===== src/include/cch_regs.svh =====
// register map, field positions, codes and timing counts of the mailbox
// assumes an 8-bit byte-select register port and a 20 MHz reference clock
`ifndef CCH_REGS_SVH
`define CCH_REGS_SVH

// ==========================================
// byte selects of the host register window
`define CCH_SEL_CTL0 3'h0
`define CCH_SEL_MCTL 3'h1
`define CCH_SEL_CMD 3'h2
`define CCH_SEL_TRIB 3'h3
`define CCH_SEL_DLO 3'h4
`define CCH_SEL_DHI 3'h5
`define CCH_SEL_KEY 3'h6
`define CCH_SEL_DTOP 3'h7

// ==========================================
// field positions
`define CCH_B_IEN_IN 0
`define CCH_B_IEN_OUT 4
`define CCH_B_RQI 7
`define CCH_B_MCLR 6
`define CCH_B_RUN 7
`define CCH_B_EXT22 3
`define CCH_B_GRANT 4
`define CCH_B_RDO 7
`define CCH_CTL0_MASK 8'h91
`define CCH_CTL0_RST 8'h00

// ==========================================
// command, request key and response codes
`define CCH_CMD_CONTROL 3'h1
`define CCH_RQK_MODEM 5'h01
`define CCH_RQK_HALT 5'h02
`define CCH_RSP_INFO 3'h2
`define CCH_RSP_BUFRET 3'h4
// return keys, octal 10 and octal 20
`define CCH_KEY_MODEM 5'h08
`define CCH_KEY_DONE 5'h10

// ==========================================
// start-up timing
`define CCH_CLK_MHZ 20
`define CCH_START_NS 1000
`define CCH_START_CYC ((`CCH_START_NS * `CCH_CLK_MHZ + 999) / 1000)

`endif


===== src/include/cch_pkg.sv =====
// types shared by the mailbox modules
// assumes nothing beyond a SystemVerilog compiler
package cch_pkg;
    // ==========================================
    // handshake sequencer states
    typedef enum logic [2:0] {
        ST_START = 3'h0,
        ST_IDLE = 3'h1,
        ST_GRANT = 3'h2,
        ST_EXEC = 3'h3,
        ST_SCAN = 3'h4,
        ST_CHECK = 3'h5,
        ST_POST = 3'h6
    } cch_state_t;

    // one buffer ownership entry
    typedef struct packed {
        logic valid;
        logic common;
        logic [7:0] trib;
    } cch_entry_t;
endpackage


===== src/include/cch_irq_if.sv =====
// carrier between the sequencer and the interrupt stage
// assumes both ends share the reference clock
`timescale 1ns/1ps
interface cch_irq_if;
    logic ien_in; // grant interrupt enable
    logic ien_out; // response interrupt enable
    logic granted; // port held by host for a command
    logic response_ready; // response waiting in the port
    logic irq_in; // grant interrupt request
    logic irq_out; // response interrupt request
    modport ctl (output ien_in, ien_out, granted, response_ready, input irq_in, irq_out);
    modport irq (input ien_in, ien_out, granted, response_ready, output irq_in, irq_out);
endinterface


===== src/verilog/cch_buf_mem.sv =====
// buffer ownership table, one write port and one registered read port
// assumes the caller never writes and reads the same entry in one cycle
`timescale 1ns/1ps
module cch_buf_mem #(
    parameter int DEPTH = 16
) (
    // clock and clear
    input wire logic i_clk,
    input wire logic i_clr,
    // write side
    input wire logic i_we,
    input wire logic [$clog2(DEPTH)-1:0] i_waddr,
    input wire cch_pkg::cch_entry_t i_wdata,
    // read side
    input wire logic i_re,
    input wire logic [$clog2(DEPTH)-1:0] i_raddr,
    output cch_pkg::cch_entry_t o_rdata
);
    // ==========================================
    // storage; valid bits are flops so a clear empties the table at once
    logic [8:0] mem_r [DEPTH];
    logic [DEPTH-1:0] valid_r;

    // payload array, no reset needed since valid gates it
    always_ff @(posedge i_clk) begin
        if (i_we) begin
            mem_r[i_waddr] <= {i_wdata.common, i_wdata.trib};
        end
    end

    // valid vector
    always_ff @(posedge i_clk) begin
        if (i_clr) begin
            valid_r <= '0;
        end else if (i_we) begin
            valid_r[i_waddr] <= i_wdata.valid;
        end
    end

    // registered read
    always_ff @(posedge i_clk) begin
        if (i_clr) begin
            o_rdata <= '0;
        end else if (i_re) begin
            o_rdata <= {valid_r[i_raddr], mem_r[i_raddr]};
        end
    end
endmodule


===== src/verilog/cch_irq_gen.sv =====
// interrupt request stage for the grant and response vectors
// assumes a synchronous active-low reset on the reference clock
`timescale 1ns/1ps
module cch_irq_gen (
    // clock and reset
    input wire logic i_clk,
    input wire logic i_rst_n,
    // sequencer side
    cch_irq_if.irq bus
);
    // ==========================================
    // level requests, held while cause and enable both stand
    always_ff @(posedge i_clk) begin
        if (!i_rst_n) begin
            bus.irq_in <= 1'b0;
            bus.irq_out <= 1'b0;
        end else begin
            bus.irq_in <= bus.ien_in & bus.granted; // RL9
            bus.irq_out <= bus.ien_out & bus.response_ready; // RL9
        end
    end
endmodule


===== src/verilog/cch_mailbox.sv =====
// command and response mailbox seen by the host through byte registers
// assumes the host keeps its side of the port discipline
// Summary of operation
// [RL1] modem status key puts status in data bytes
// [RL2] post completion key after all buffers returned
// [RL3] start message returns tributary private buffers
// [RL4] maintenance message returns tributary private buffers
// [RL5] halt key on tributary returns its buffers
// [RL6] global halt key returns unused common buffers
// [RL7] completion response carries zero data bytes
// [RL8] two interrupt enables at bits zero, four
// [RL9] interrupt on grant and on posted response
// [RL10] master clear first, wait for run
// [RL11] host requests port with enable together
// [RL12] grant bit four of command byte
// [RL13] bit three selects extended address format
// [RL14] host loads data words then command
// [RL15] single command: drop request before writing
// [RL16] held request regrants after next response
// [RL17] host should keep both interrupts enabled
// [RL18] load data, then set ready and code
// [RL19] host clears ready, port returns to device
// [RL20] post only while grant bit clear
// [RL21] command write consumes port, grant clears
// [RL22] master clear zeroes enables, request, grant, ready
`timescale 1ns/1ps
`include "cch_regs.svh"
module cch_mailbox #(
    parameter int DEPTH = 16
) (
    // clock and reset
    input wire logic i_ref_clk,
    input wire logic i_rst_n,
    // host register port
    input wire logic [2:0] i_csr_sel,
    input wire logic i_csr_wr,
    input wire logic i_csr_rd,
    input wire logic [7:0] i_csr_wdata,
    output logic [7:0] o_csr_rdata,
    // link events and modem
    input wire logic i_evt_flush,
    input wire logic [7:0] i_evt_trib,
    input wire logic [15:0] i_modem_status,
    // buffer assignment
    input wire logic i_buf_wr,
    input wire logic [$clog2(DEPTH)-1:0] i_buf_idx,
    input wire logic i_buf_common,
    input wire logic [7:0] i_buf_trib,
    output logic o_buf_ready,
    // status and interrupts
    output logic o_run,
    output logic o_irq_in,
    output logic o_irq_out
);
    // ==========================================
    // parameters and checks
    localparam int IW = $clog2(DEPTH);
    localparam int START_CYC = `CCH_START_CYC;
    if (DEPTH < 2 || DEPTH > 256 || START_CYC > 256) begin : g_chk
        $error("cch_mailbox: DEPTH must be 2..256");
    end

    // ==========================================
    // state
    cch_pkg::cch_state_t state_r; // sequencer
    logic [7:0] cnt_r; // start-up counter
    logic run_r; // run indication
    logic [7:0] ctl0_r; // enables and request
    logic granted_r; // port granted to host
    logic rdo_r; // response ready
    logic [2:0] code_r; // command or response code
    logic ext22_r; // extended address format
    logic [7:0] trib_r; // tributary address byte
    logic [7:0] dlo_r; // data word a low
    logic [7:0] dhi_r; // data word a high
    logic [7:0] key_r; // data word b low, key field
    logic [7:0] dtop_r; // data word b high
    logic pend_r; // link event asks for buffer return
    logic [7:0] pend_trib_r; // its tributary
    logic [7:0] scan_trib_r; // tributary being flushed
    logic scan_common_r; // flushing the common pool
    logic [IW:0] idx_r; // scan index, one past the end means done
    logic back_r; // after the post, resume the scan
    logic ready_r; // assignment port open
    logic [7:0] rdata_r; // register read data

    // ==========================================
    // decode
    logic mclr_wr; // master clear request
    logic submit; // command written while granted
    logic is_ctl;
    logic is_halt;
    logic is_modem;
    logic scan_end;
    logic hit;
    cch_pkg::cch_entry_t ent;
    logic post_go;
    logic [2:0] post_type;
    logic [4:0] post_key;
    logic [15:0] post_data;
    logic [7:0] post_trib;

    assign mclr_wr = i_csr_wr && i_csr_sel == `CCH_SEL_MCTL && i_csr_wdata[`CCH_B_MCLR];
    assign submit = i_csr_wr && i_csr_sel == `CCH_SEL_CMD && granted_r; // RL21
    assign is_ctl = code_r == `CCH_CMD_CONTROL;
    assign is_halt = is_ctl && key_r[4:0] == `CCH_RQK_HALT;
    assign is_modem = is_ctl && key_r[4:0] == `CCH_RQK_MODEM;
    assign scan_end = idx_r == (IW+1)'(DEPTH);
    // common pool entries match a global flush, private ones their tributary
    assign hit = ent.valid && (scan_common_r ? ent.common :
                 (!ent.common && ent.trib == scan_trib_r));

    // ==========================================
    // response selection; only reachable states never hold a grant
    always_comb begin // RL20
        post_go = 1'b0;
        post_type = `CCH_RSP_INFO;
        post_key = 5'h00;
        post_data = 16'h0000;
        post_trib = scan_trib_r;
        if (state_r == cch_pkg::ST_EXEC && !is_halt && is_modem) begin
            post_go = 1'b1;
            post_key = `CCH_KEY_MODEM;
            post_data = i_modem_status; // RL1
            post_trib = trib_r;
        end else if (state_r == cch_pkg::ST_SCAN && scan_end) begin
            post_go = 1'b1; // RL2
            post_key = `CCH_KEY_DONE;
            post_data = 16'h0000; // RL7
        end else if (state_r == cch_pkg::ST_CHECK && hit) begin
            post_go = 1'b1;
            post_type = `CCH_RSP_BUFRET;
            post_data = 16'(idx_r);
        end
    end

    // ==========================================
    // sequencer
    always_ff @(posedge i_ref_clk) begin
        if (!i_rst_n || mclr_wr) begin
            state_r <= cch_pkg::ST_START;
            cnt_r <= 8'h00;
            run_r <= 1'b0;
        end else begin
            unique case (state_r)
                cch_pkg::ST_START: begin
                    // self test time before the host may talk to us
                    if (cnt_r == 8'(START_CYC - 1)) begin
                        run_r <= 1'b1; // RL10
                        state_r <= cch_pkg::ST_IDLE;
                    end else begin
                        cnt_r <= cnt_r + 8'h01;
                    end
                end
                cch_pkg::ST_IDLE: begin
                    // buffer returns win over a new grant
                    if (pend_r) begin
                        state_r <= cch_pkg::ST_SCAN;
                    end else if (ctl0_r[`CCH_B_RQI] && !rdo_r) begin
                        state_r <= cch_pkg::ST_GRANT; // RL16
                    end
                end
                cch_pkg::ST_GRANT: begin
                    if (submit) begin
                        state_r <= cch_pkg::ST_EXEC;
                    end
                end
                cch_pkg::ST_EXEC: begin
                    if (is_halt) begin
                        state_r <= cch_pkg::ST_SCAN; // RL5 RL6
                    end else if (is_modem) begin
                        state_r <= cch_pkg::ST_POST;
                    end else begin
                        state_r <= cch_pkg::ST_IDLE;
                    end
                end
                cch_pkg::ST_SCAN: begin
                    state_r <= scan_end ? cch_pkg::ST_POST : cch_pkg::ST_CHECK;
                end
                cch_pkg::ST_CHECK: begin
                    state_r <= hit ? cch_pkg::ST_POST : cch_pkg::ST_SCAN;
                end
                cch_pkg::ST_POST: begin
                    // wait for the host to take the response
                    if (!rdo_r) begin
                        state_r <= back_r ? cch_pkg::ST_SCAN : cch_pkg::ST_IDLE; // RL19
                    end
                end
                default: begin
                    state_r <= cch_pkg::ST_IDLE;
                end
            endcase
        end
    end

    // ==========================================
    // pending link flush; a new event in the taking cycle wins
    always_ff @(posedge i_ref_clk) begin
        if (!i_rst_n || mclr_wr) begin
            pend_r <= 1'b0;
            pend_trib_r <= 8'h00;
        end else if (i_evt_flush && run_r) begin
            pend_r <= 1'b1; // RL3 RL4
            pend_trib_r <= i_evt_trib;
        end else if (state_r == cch_pkg::ST_IDLE) begin
            pend_r <= 1'b0;
        end
    end

    // ==========================================
    // scan control and assignment port gating
    always_ff @(posedge i_ref_clk) begin
        if (!i_rst_n || mclr_wr) begin
            scan_trib_r <= 8'h00;
            scan_common_r <= 1'b0;
            idx_r <= '0;
            back_r <= 1'b0;
            ready_r <= 1'b0;
        end else if (state_r == cch_pkg::ST_IDLE && pend_r) begin
            scan_trib_r <= pend_trib_r; // RL3 RL4
            scan_common_r <= 1'b0;
            idx_r <= '0;
            back_r <= 1'b1;
            ready_r <= 1'b0;
        end else if (state_r == cch_pkg::ST_EXEC && is_halt) begin
            scan_trib_r <= trib_r;
            scan_common_r <= trib_r == 8'h00; // RL6
            idx_r <= '0;
            back_r <= 1'b1;
            ready_r <= 1'b0;
        end else if (state_r == cch_pkg::ST_CHECK) begin
            idx_r <= idx_r + (IW+1)'(1);
        end else if (state_r == cch_pkg::ST_SCAN && scan_end) begin
            back_r <= 1'b0;
            ready_r <= 1'b1;
        end else if (state_r == cch_pkg::ST_START || state_r == cch_pkg::ST_IDLE) begin
            ready_r <= !back_r;
        end
    end

    // ==========================================
    // first control byte
    always_ff @(posedge i_ref_clk) begin
        if (!i_rst_n || mclr_wr) begin
            ctl0_r <= `CCH_CTL0_RST; // RL22
        end else if (i_csr_wr && i_csr_sel == `CCH_SEL_CTL0) begin
            ctl0_r <= i_csr_wdata & `CCH_CTL0_MASK; // RL8
        end
    end

    // ==========================================
    // command byte; a post wins over a host clear of ready
    always_ff @(posedge i_ref_clk) begin
        if (!i_rst_n || mclr_wr) begin
            granted_r <= 1'b0; // RL22
            rdo_r <= 1'b0;
            code_r <= 3'h0;
            ext22_r <= 1'b0;
        end else begin
            if (state_r == cch_pkg::ST_IDLE && !pend_r && ctl0_r[`CCH_B_RQI] && !rdo_r) begin
                granted_r <= 1'b1; // RL12
            end else if (submit) begin
                granted_r <= 1'b0; // RL21
            end
            if (i_csr_wr && i_csr_sel == `CCH_SEL_CMD) begin
                code_r <= i_csr_wdata[2:0];
                ext22_r <= i_csr_wdata[`CCH_B_EXT22]; // RL13
                if (!i_csr_wdata[`CCH_B_RDO]) begin
                    rdo_r <= 1'b0; // RL19
                end
            end
            if (post_go) begin
                rdo_r <= 1'b1; // RL18
                code_r <= post_type;
            end
        end
    end

    // ==========================================
    // data port bytes; device loads them in the same edge as ready
    always_ff @(posedge i_ref_clk) begin
        if (!i_rst_n || mclr_wr) begin
            trib_r <= 8'h00;
            dlo_r <= 8'h00;
            dhi_r <= 8'h00;
            key_r <= 8'h00;
            dtop_r <= 8'h00;
        end else if (post_go) begin
            trib_r <= post_trib; // RL18
            dlo_r <= post_data[7:0];
            dhi_r <= post_data[15:8];
            key_r <= {3'h0, post_key};
            dtop_r <= 8'h00;
        end else if (i_csr_wr) begin
            if (i_csr_sel == `CCH_SEL_TRIB) trib_r <= i_csr_wdata;
            if (i_csr_sel == `CCH_SEL_DLO) dlo_r <= i_csr_wdata;
            if (i_csr_sel == `CCH_SEL_DHI) dhi_r <= i_csr_wdata;
            if (i_csr_sel == `CCH_SEL_KEY) key_r <= i_csr_wdata;
            if (i_csr_sel == `CCH_SEL_DTOP) dtop_r <= i_csr_wdata;
        end
    end

    // ==========================================
    // register read, one cycle after the strobe
    always_ff @(posedge i_ref_clk) begin
        if (!i_rst_n) begin
            rdata_r <= 8'h00;
        end else if (i_csr_rd) begin
            unique case (i_csr_sel)
                `CCH_SEL_CTL0: rdata_r <= ctl0_r;
                `CCH_SEL_MCTL: rdata_r <= {run_r, state_r == cch_pkg::ST_START, 6'h00};
                `CCH_SEL_CMD: rdata_r <= {rdo_r, 2'h0, granted_r, ext22_r, code_r};
                `CCH_SEL_TRIB: rdata_r <= trib_r;
                `CCH_SEL_DLO: rdata_r <= dlo_r;
                `CCH_SEL_DHI: rdata_r <= dhi_r;
                `CCH_SEL_KEY: rdata_r <= key_r;
                `CCH_SEL_DTOP: rdata_r <= dtop_r;
            endcase
        end
    end

    // ==========================================
    // ownership table; scan clears win the port because ready is low then
    cch_buf_mem #(.DEPTH(DEPTH)) u_mem (
        .i_clk(i_ref_clk),
        .i_clr(!i_rst_n || mclr_wr),
        .i_we((state_r == cch_pkg::ST_CHECK && hit) || (i_buf_wr && ready_r)),
        .i_waddr(state_r == cch_pkg::ST_CHECK ? idx_r[IW-1:0] : i_buf_idx),
        .i_wdata(state_r == cch_pkg::ST_CHECK ? '0 : {1'b1, i_buf_common, i_buf_trib}),
        .i_re(state_r == cch_pkg::ST_SCAN),
        .i_raddr(idx_r[IW-1:0]),
        .o_rdata(ent)
    );

    // ==========================================
    // interrupts
    cch_irq_if irq_bus ();
    assign irq_bus.ien_in = ctl0_r[`CCH_B_IEN_IN];
    assign irq_bus.ien_out = ctl0_r[`CCH_B_IEN_OUT];
    assign irq_bus.granted = granted_r;
    assign irq_bus.response_ready = rdo_r;
    cch_irq_gen u_irq (
        .i_clk(i_ref_clk),
        .i_rst_n(i_rst_n),
        .bus(irq_bus)
    );

    // outputs, each a flop
    assign o_csr_rdata = rdata_r;
    assign o_buf_ready = ready_r;
    assign o_run = run_r;
    assign o_irq_in = irq_bus.irq_in;
    assign o_irq_out = irq_bus.irq_out;
endmodule


===== config.mk =====
export PLATFORM = sky130hd
export DESIGN_NAME = cch_mailbox
export DESIGN_NICKNAME = d
export VERILOG_FILES = /design/src/include/cch_pkg.sv /design/src/include/cch_irq_if.sv /design/src/verilog/cch_buf_mem.sv /design/src/verilog/cch_irq_gen.sv /design/src/verilog/cch_mailbox.sv
export VERILOG_INCLUDE_DIRS = /design/src /design/src/include
export SDC_FILE = /design/constraint.sdc
export NUM_CORES = 1
export LEC_CHECK = 0
export BUFFER_PORTS_ARGS = -buffer_cell sky130_fd_sc_hd__buf_2
export CORE_ASPECT_RATIO = 0.75
export CORE_MARGIN = 10
export CORE_UTILIZATION = 55
export CTS_CLUSTER_DIAMETER = 80
export DETAILED_ROUTE_END_ITERATION = 8
export GPL_ROUTABILITY_DRIVEN = 0
export PLACE_DENSITY = 0.76
export RECOVER_POWER = 100
export SYNTH_ARGS = -nofsm -noshare
export SYNTH_HDL_FRONTEND = slang
export SYNTH_SLANG_ARGS = --single-unit
export TNS_END_PERCENT = 50

===== constraint.sdc =====
create_clock -name i_ref_clk -period 3.3 [get_ports i_ref_clk]
set_input_delay 0.66 -clock i_ref_clk [delete_from_list [all_inputs] [get_ports i_ref_clk]]
set_output_delay 0.66 -clock i_ref_clk [all_outputs]
set_load 0.05 [all_outputs]

=== Word-level counts from Yosys, hierarchy flattened ===
Memory sizes are Yosys's and may differ from the RTL's. A register that Yosys moved wholly into a read port is not among the register bits.
Index checks and enable logic that the tools add are counted.
Widths: inputs -> output; s select.

* Add/sub/neg operators: 2
* Order comparisons: 3
* Equal/unequal tests: 26
* Multiplexer cells: 63
* Bitwise gates (word level): 4
* Reduce and logical (&&, ||, !) cells: 60

{| class="wikitable"
|+ Operators with widths
! kind !! count
|-
| $mux 8 || 12
|-
| $pmux 8 s8 || 1
|-
| $mux 3 || 13
|-
| $mux 5 || 7
|-
| $logic_and 1x1->1 || 22
|-
| $eq 3x3->1 const B || 7
|-
| $mux 1 || 21
|-
| $pmux 3 s7 || 1
|-
| $reduce_and 2->1 || 10
|-
| $reduce_bool 2->1 || 10
|-
| $bwmux 16 || 1
|-
| $mux 16 || 1
|-
| $eq 3x2->1 const B || 4
|-
| $lt 4x5->1 const B || 2
|-
| $mux 10 || 1
|-
| $eq 3x1->1 const B || 3
|-
| $add 8x1->8 const B || 1
|-
| $eq 8x5->1 const B || 1
|-
| $eq 8x8->1 || 1
|-
| $logic_not 8->1 || 1
|-
| $ne 2x2->1 const B || 4
|-
| $logic_not 1->1 || 6
|-
| $logic_not 3->1 || 2
|-
| $ne 3x3->1 const B || 2
|-
| 18 further kinds || 24
|}

* Flip-flop bits (word level): 113
* Bits in writable memories: 144
* Input port bits: 54
* Output and inout bits: 12
* Memories kept: 1

{| class="wikitable"
|+ Memories
! name !! words !! bits a word !! rd ports !! clocked after memory_dff !! wr ports !! RTL line !! RTL
|-
| u_mem.mem_r || 16 || 9 || 1 || 1 || 1 || cch_buf_mem.sv:21 || <nowiki>logic [8:0] mem_r [DEPTH];</nowiki>
|}

=== Logic depth before layout (Yosys ltp) ===
* Word-level depth: 10
* Gate-level depth with buffers: 10
* Gate-level depth less buffers: 7

=== By module ===
A second synthesis with hierarchy kept.

* Cell total of the unflattened synthesis: 1062
* Area, all modules: 11738.8 um^2

{| class="wikitable"
|+ Modules (own cells, without submodules)
! module !! instances !! cells each !! area each (um^2) !! seq. area each (um^2)
|-
| cch_buf_mem || 1 || 435 || 6640.1 || 4844.6
|-
| cch_mailbox || 1 || 623 || 5046.1 || 1881.8
|-
| cch_irq_gen || 1 || 4 || 52.6 || 40.0
|}

=== Worst setup path after synthesis ===
Ideal clock, no wire load.

* Path type: register -> register
* Start: register state_r[0]
* End: memory u_mem.mem_r[2][0] (enable)
* Arrival time: 2193 ps
* Data required time: 2908 ps
* Path slack: 714 ps
* Cell stages (with the launch flop): 9
* Buffers on the path: 4
* Cells stage by stage: dfxtp_1 -> buf_2 -> and3b_1 -> buf_4 -> nand4_1 -> or3_1 -> buf_2 -> buf_6 -> a211oi_1

* Longest elaborated chain between the ends: 5
* Elaborated cells between the ends (all ways): 6
* Classes of those cells: 1 x eq/ne; 3 x mux; 2 x reduce/logical

{| class="wikitable"
|+ Ends and longest elaborated chain
! item !! RTL line !! RTL
|-
| start: declaration || cch_mailbox.sv:65 || <nowiki>cch_pkg::cch_state_t state_r;</nowiki>
|-
| start signal: assignment || cch_mailbox.sv:141 || <nowiki>state_r <= cch_pkg::ST_START;</nowiki>
|-
| start signal: assignment || cch_mailbox.sv:150 || <nowiki>state_r <= cch_pkg::ST_IDLE;</nowiki>
|-
| start signal: assignment || cch_mailbox.sv:158 || <nowiki>state_r <= cch_pkg::ST_SCAN;</nowiki>
|-
| $eq 3x3->1 (*) || cch_mailbox.sv:327, cch_mailbox.sv:328 ||
|-
| $logic_and 1x1->1 || cch_mailbox.sv:327 || <nowiki>.i_we((state_r == cch_pkg::ST_CHECK && hit) || (i_buf_wr && ready_r)),</nowiki>
|-
| $logic_or 1x1->1 || cch_mailbox.sv:327 ||
|-
| $mux 1 || cch_buf_mem.sv:26 || <nowiki>if (i_we) begin</nowiki>
|-
| $mux 1 (not written as such) || cch_buf_mem.sv:27 || <nowiki>mem_r[i_waddr] <= {i_wdata.common, i_wdata.trib};</nowiki>
|-
| end: declaration || cch_buf_mem.sv:21 ||
|}

Every way passes the cells marked *; elsewhere a longest branch is shown, timed or not.

=== Worst setup path after layout ===
* Start: register state_r[2]
* End: register u_mem.valid_r[3]

* Longest elaborated chain between the ends: 7
* Elaborated cells between the ends (all ways): 11
* Classes of those cells: 2 x order compare; 1 x eq/ne; 5 x mux; 3 x reduce/logical

{| class="wikitable"
|+ Ends and longest elaborated chain
! item !! RTL line !! RTL
|-
| $eq 3x3->1 (*) || cch_mailbox.sv:327, cch_mailbox.sv:328, cch_mailbox.sv:329 ||
|-
| $mux 4 || cch_mailbox.sv:328 || <nowiki>.i_waddr(state_r == cch_pkg::ST_CHECK ? idx_r[IW-1:0] : i_buf_idx),</nowiki>
|-
| $lt 4x5->1 (not written as such) or $ge 4x1->1 (tied branches) || cch_buf_mem.sv:36 || <nowiki>valid_r[i_waddr] <= i_wdata.valid;</nowiki>
|-
| $logic_and 1x1->1 (not written as such) || cch_buf_mem.sv:36 ||
|-
| $mux 1 (not written as such) || cch_buf_mem.sv:36 ||
|-
| $demux 1 s4 || - ||
|-
| $bwmux 16 || cch_buf_mem.sv:36 ||
|-
| end signal: indexed assignment || cch_buf_mem.sv:36 ||
|-
| end: declaration || cch_buf_mem.sv:22 || <nowiki>logic [DEPTH-1:0] valid_r;</nowiki>
|}

Marks and branches as above.
A chain may end at the register's enable or synchronous reset.

==> impl_metrics.env <==
export IMPL_n_antenna_cell=0
export IMPL_finClkSkew_ns=0.0119
export IMPL_syn_inst=961
export IMPL_grt_pass1_wl_um=46400
export IMPL_status="complete, no violations"
export IMPL_synth_seq_area_share=0.578
export IMPL_start_kind="flip-flop"
export IMPL_via_per_inst=6.25
export IMPL_setup_viol_count_final=0
export IMPL_root_buffer="clkbuf_16"
export IMPL_clkLatencyLatePin_ns=0.53
export IMPL_p_per_area_nw_per_um2=504
export IMPL_grt_pass1_vias=8003
export IMPL_holdCritPathClass="input port to flip-flop"
export IMPL_cap_violations=0
export IMPL_fin_nets=1084
export IMPL_netlist_area_leader_share=0.369
export IMPL_areaGrowthSynthToFinish_pct=11.4
export IMPL_antenna_left=0
export IMPL_cp_max_fo=19
export IMPL_port_buffers=65
export IMPL_wl_per_cell_um=22.0
export IMPL_fin_crit_ns=2.99
export IMPL_arrival_ns=3.35
export IMPL_crit_type="flip-flop to flip-flop"
export IMPL_timing_fmax_ghz=0.334
export IMPL_final_setup_tns_ns=0
export IMPL_p_leak_nw=4.32
export IMPL_layout_commonest_cell="edfxtp_1"
export IMPL_cts_hold_buf=0
export IMPL_syn_area_sq_um=11700
export IMPL_dr_pass1_iters=5
export IMPL_cts_resized=0
export IMPL_finalCritPeriodShare=0.907
export IMPL_holdWs_ns=0.359
export IMPL_critPathMostFrequentCell="clkbuf_1"
export IMPL_hold_viol=0
export IMPL_start_util=0.556
export IMPL_ys_warn_count=0
export IMPL_ioPinCount=66
export IMPL_synth_edff_count=144
export IMPL_syn_area_per_cell_sq_um=12.2
export IMPL_cp_required_ns=3.66
export IMPL_crit_slowest_cell="a21boi_0"
export IMPL_drc_errors=0
export IMPL_cts_tree="done"
export IMPL_cts_buffer_depth=3
export IMPL_dieArea_sq_um=27600
export IMPL_grt_setup_unrepaired="no"
export IMPL_cp_end_kind="flip-flop"
export IMPL_grt_max_degree=44
export IMPL_synth_cell_types=72
export IMPL_final_cell_mix="edfxtp_1 (144), dfxtp_1 (121), nand2_1 (106)"
export IMPL_seq_area_sq_um=6770
export IMPL_coreArea_sq_um=21100
export IMPL_maxSlewHeadroom=0.275
export IMPL_async_reset_ff_frac=0
export IMPL_drtIter0Drc=1049
export IMPL_post_cts_buffers=0
export IMPL_cts_buffers_inserted=25
export IMPL_vdd_drop_max_uv=423
export IMPL_drt_wl_total_um=29300
export IMPL_antenna_found_initial=0
export IMPL_worstMarginPinSlew_ns=1.08
export IMPL_vias=8335
export IMPL_synthFlopType="edfxtp_1"
export IMPL_h_tree_depth=1
export IMPL_drv_slew=0
export IMPL_multi_input_area_sq_um=4470
export IMPL_die_w_um=189
export IMPL_cp_cell_sequence="buf_4 > nand4_1 > nor3b_1 > clkbuf_1 > a21oi_2 > clkbuf_1 > a21boi_0 > a221oi_2"
export IMPL_track_usage=0.209
export IMPL_hpwlAfterDp_um=20900
export IMPL_synth_nets=1018
export IMPL_num_rows=46
export IMPL_yosys_area_top_type="edfxtp_1"
export IMPL_gr_total_overflow=0
export IMPL_fp_dieH_um=146
export IMPL_final_layout_size_suffix_gt1_frac=0.184
export IMPL_synth_area_leaders="edfxtp_1 (37%), dfxtp_1 (21%), mux4_2 (11%)"
export IMPL_slowest_delay_ns=0.88
export IMPL_fill_cells=1679
export IMPL_ys_seq_elements=266
export IMPL_clock_sinks=266
export IMPL_clk_pin_slew_worst_paths_ns=0.06
[worst max-delay path: cells and delay by family (launching register included)]
| family | cells | cell delay (ns) |
|---|---|---|
| compound gates | 3 | 1.26 |
| buf+inv | 3 | 0.93 |
| flops | 1 | 0.32 |
| simple gates | 2 | 0.30 |
[where the power goes]
group          leakage, nW  total, mW  internal [mW]  switching [mW]
Sequential            2.28       3.56           3.53          0.0285
Clock                0.378       2.70           1.51            1.19
Combinational         1.66      0.322          0.101           0.221
Total                 4.32       6.58           5.14            1.44
[cell type report]
| cell class | instances | area share |
|---|---|---|
| Sequential cell | 266 | 0.518 |
| Inverter | 46 | 0.0132 |
| Clock buffer | 33 | 0.0511 |
| Multi-Input combinational cell | 588 | 0.343 |
| Clock inverter | 12 | 0.00747 |
| Timing Repair Buffer | 100 | 0.0397 |
| Tap cell | 288 | 0.0276 |
[stage by stage]
stage / total power [mW] / cell area (sq um) / setup slack [ns] / std cells / util
6_report: 6.58 / 13100 / 0.308 / 1333 / 0.620
4_1_cts: 6.63 / 13200 / 0.723 / 1333 / 0.626
2_1_floorplan: 3.82 / 11700 / 0.714 / 961 / -
5_1_grt: 6.81 / 13100 / 0.232 / 1333 / 0.620
3_3_place_gp: 3.94 / 12400 / 0.747 / 1288 / 0.589
3_5_place_dp: 3.95 / 12400 / 0.633 / 1288 / 0.589
[flip-flops by register name (all words and copies together), names as in the netlist, 5 cells and up]
name and flops:
dtop_r 8, o_csr_rdata 8, u_mem.o_rdata 10, pend_trib_r 8, u_mem.valid_r 16, scan_trib_r 8, dlo_r 8, u_mem.mem_r 144
idx_r 5, dhi_r 8, key_r 8, trib_r 8, cnt_r 8
[cells in the mapped netlist, drive strengths merged (12+ instances only)]
cell,n
inv,45
a21oi,54
clkbuf,38
nand3,17
dfxtp,122
nor2,84
nand4,24
and2,12
mux2,13
a211oi,31
edfxtp,144
mux4,55
buf,23
a221oi,13
nand2,106
o21ai,22
[layer usage]
metal	track usage	up-vias	share of wire
li1	-	3764	-
met1	0.316	4025	0.44
met2	0.288	495	0.42
met3	0.0626	51	0.13
met4	0.0459	0	0.020
met5	0	-	0
[worst paths after layout]
kind / to / startpoint / slack [ns] / cells past startpoint
max: u_mem.valid_r[3] / state_r[2] / 0.31 / 8
min: dlo_r[2] / i_modem_status[2] / 0.36 / 3
max reg2reg: u_mem.valid_r[3] / state_r[2] / 0.31 / 8
min reg2reg: dtop_r[3] / dtop_r[3] / 0.45 / 2
[cell families after synthesis]
logic type	synth area share
flip-flops	0.578
adder cells (fa/ha/maj)	0.00320
XOR/XNOR	0.0135
buffers and inverters	0.0378
multiplexers	0.127
AO/OA/AOI/OAI	0.122
AND/OR/NAND/NOR	0.120
Power figures use the tool's default switching activity.
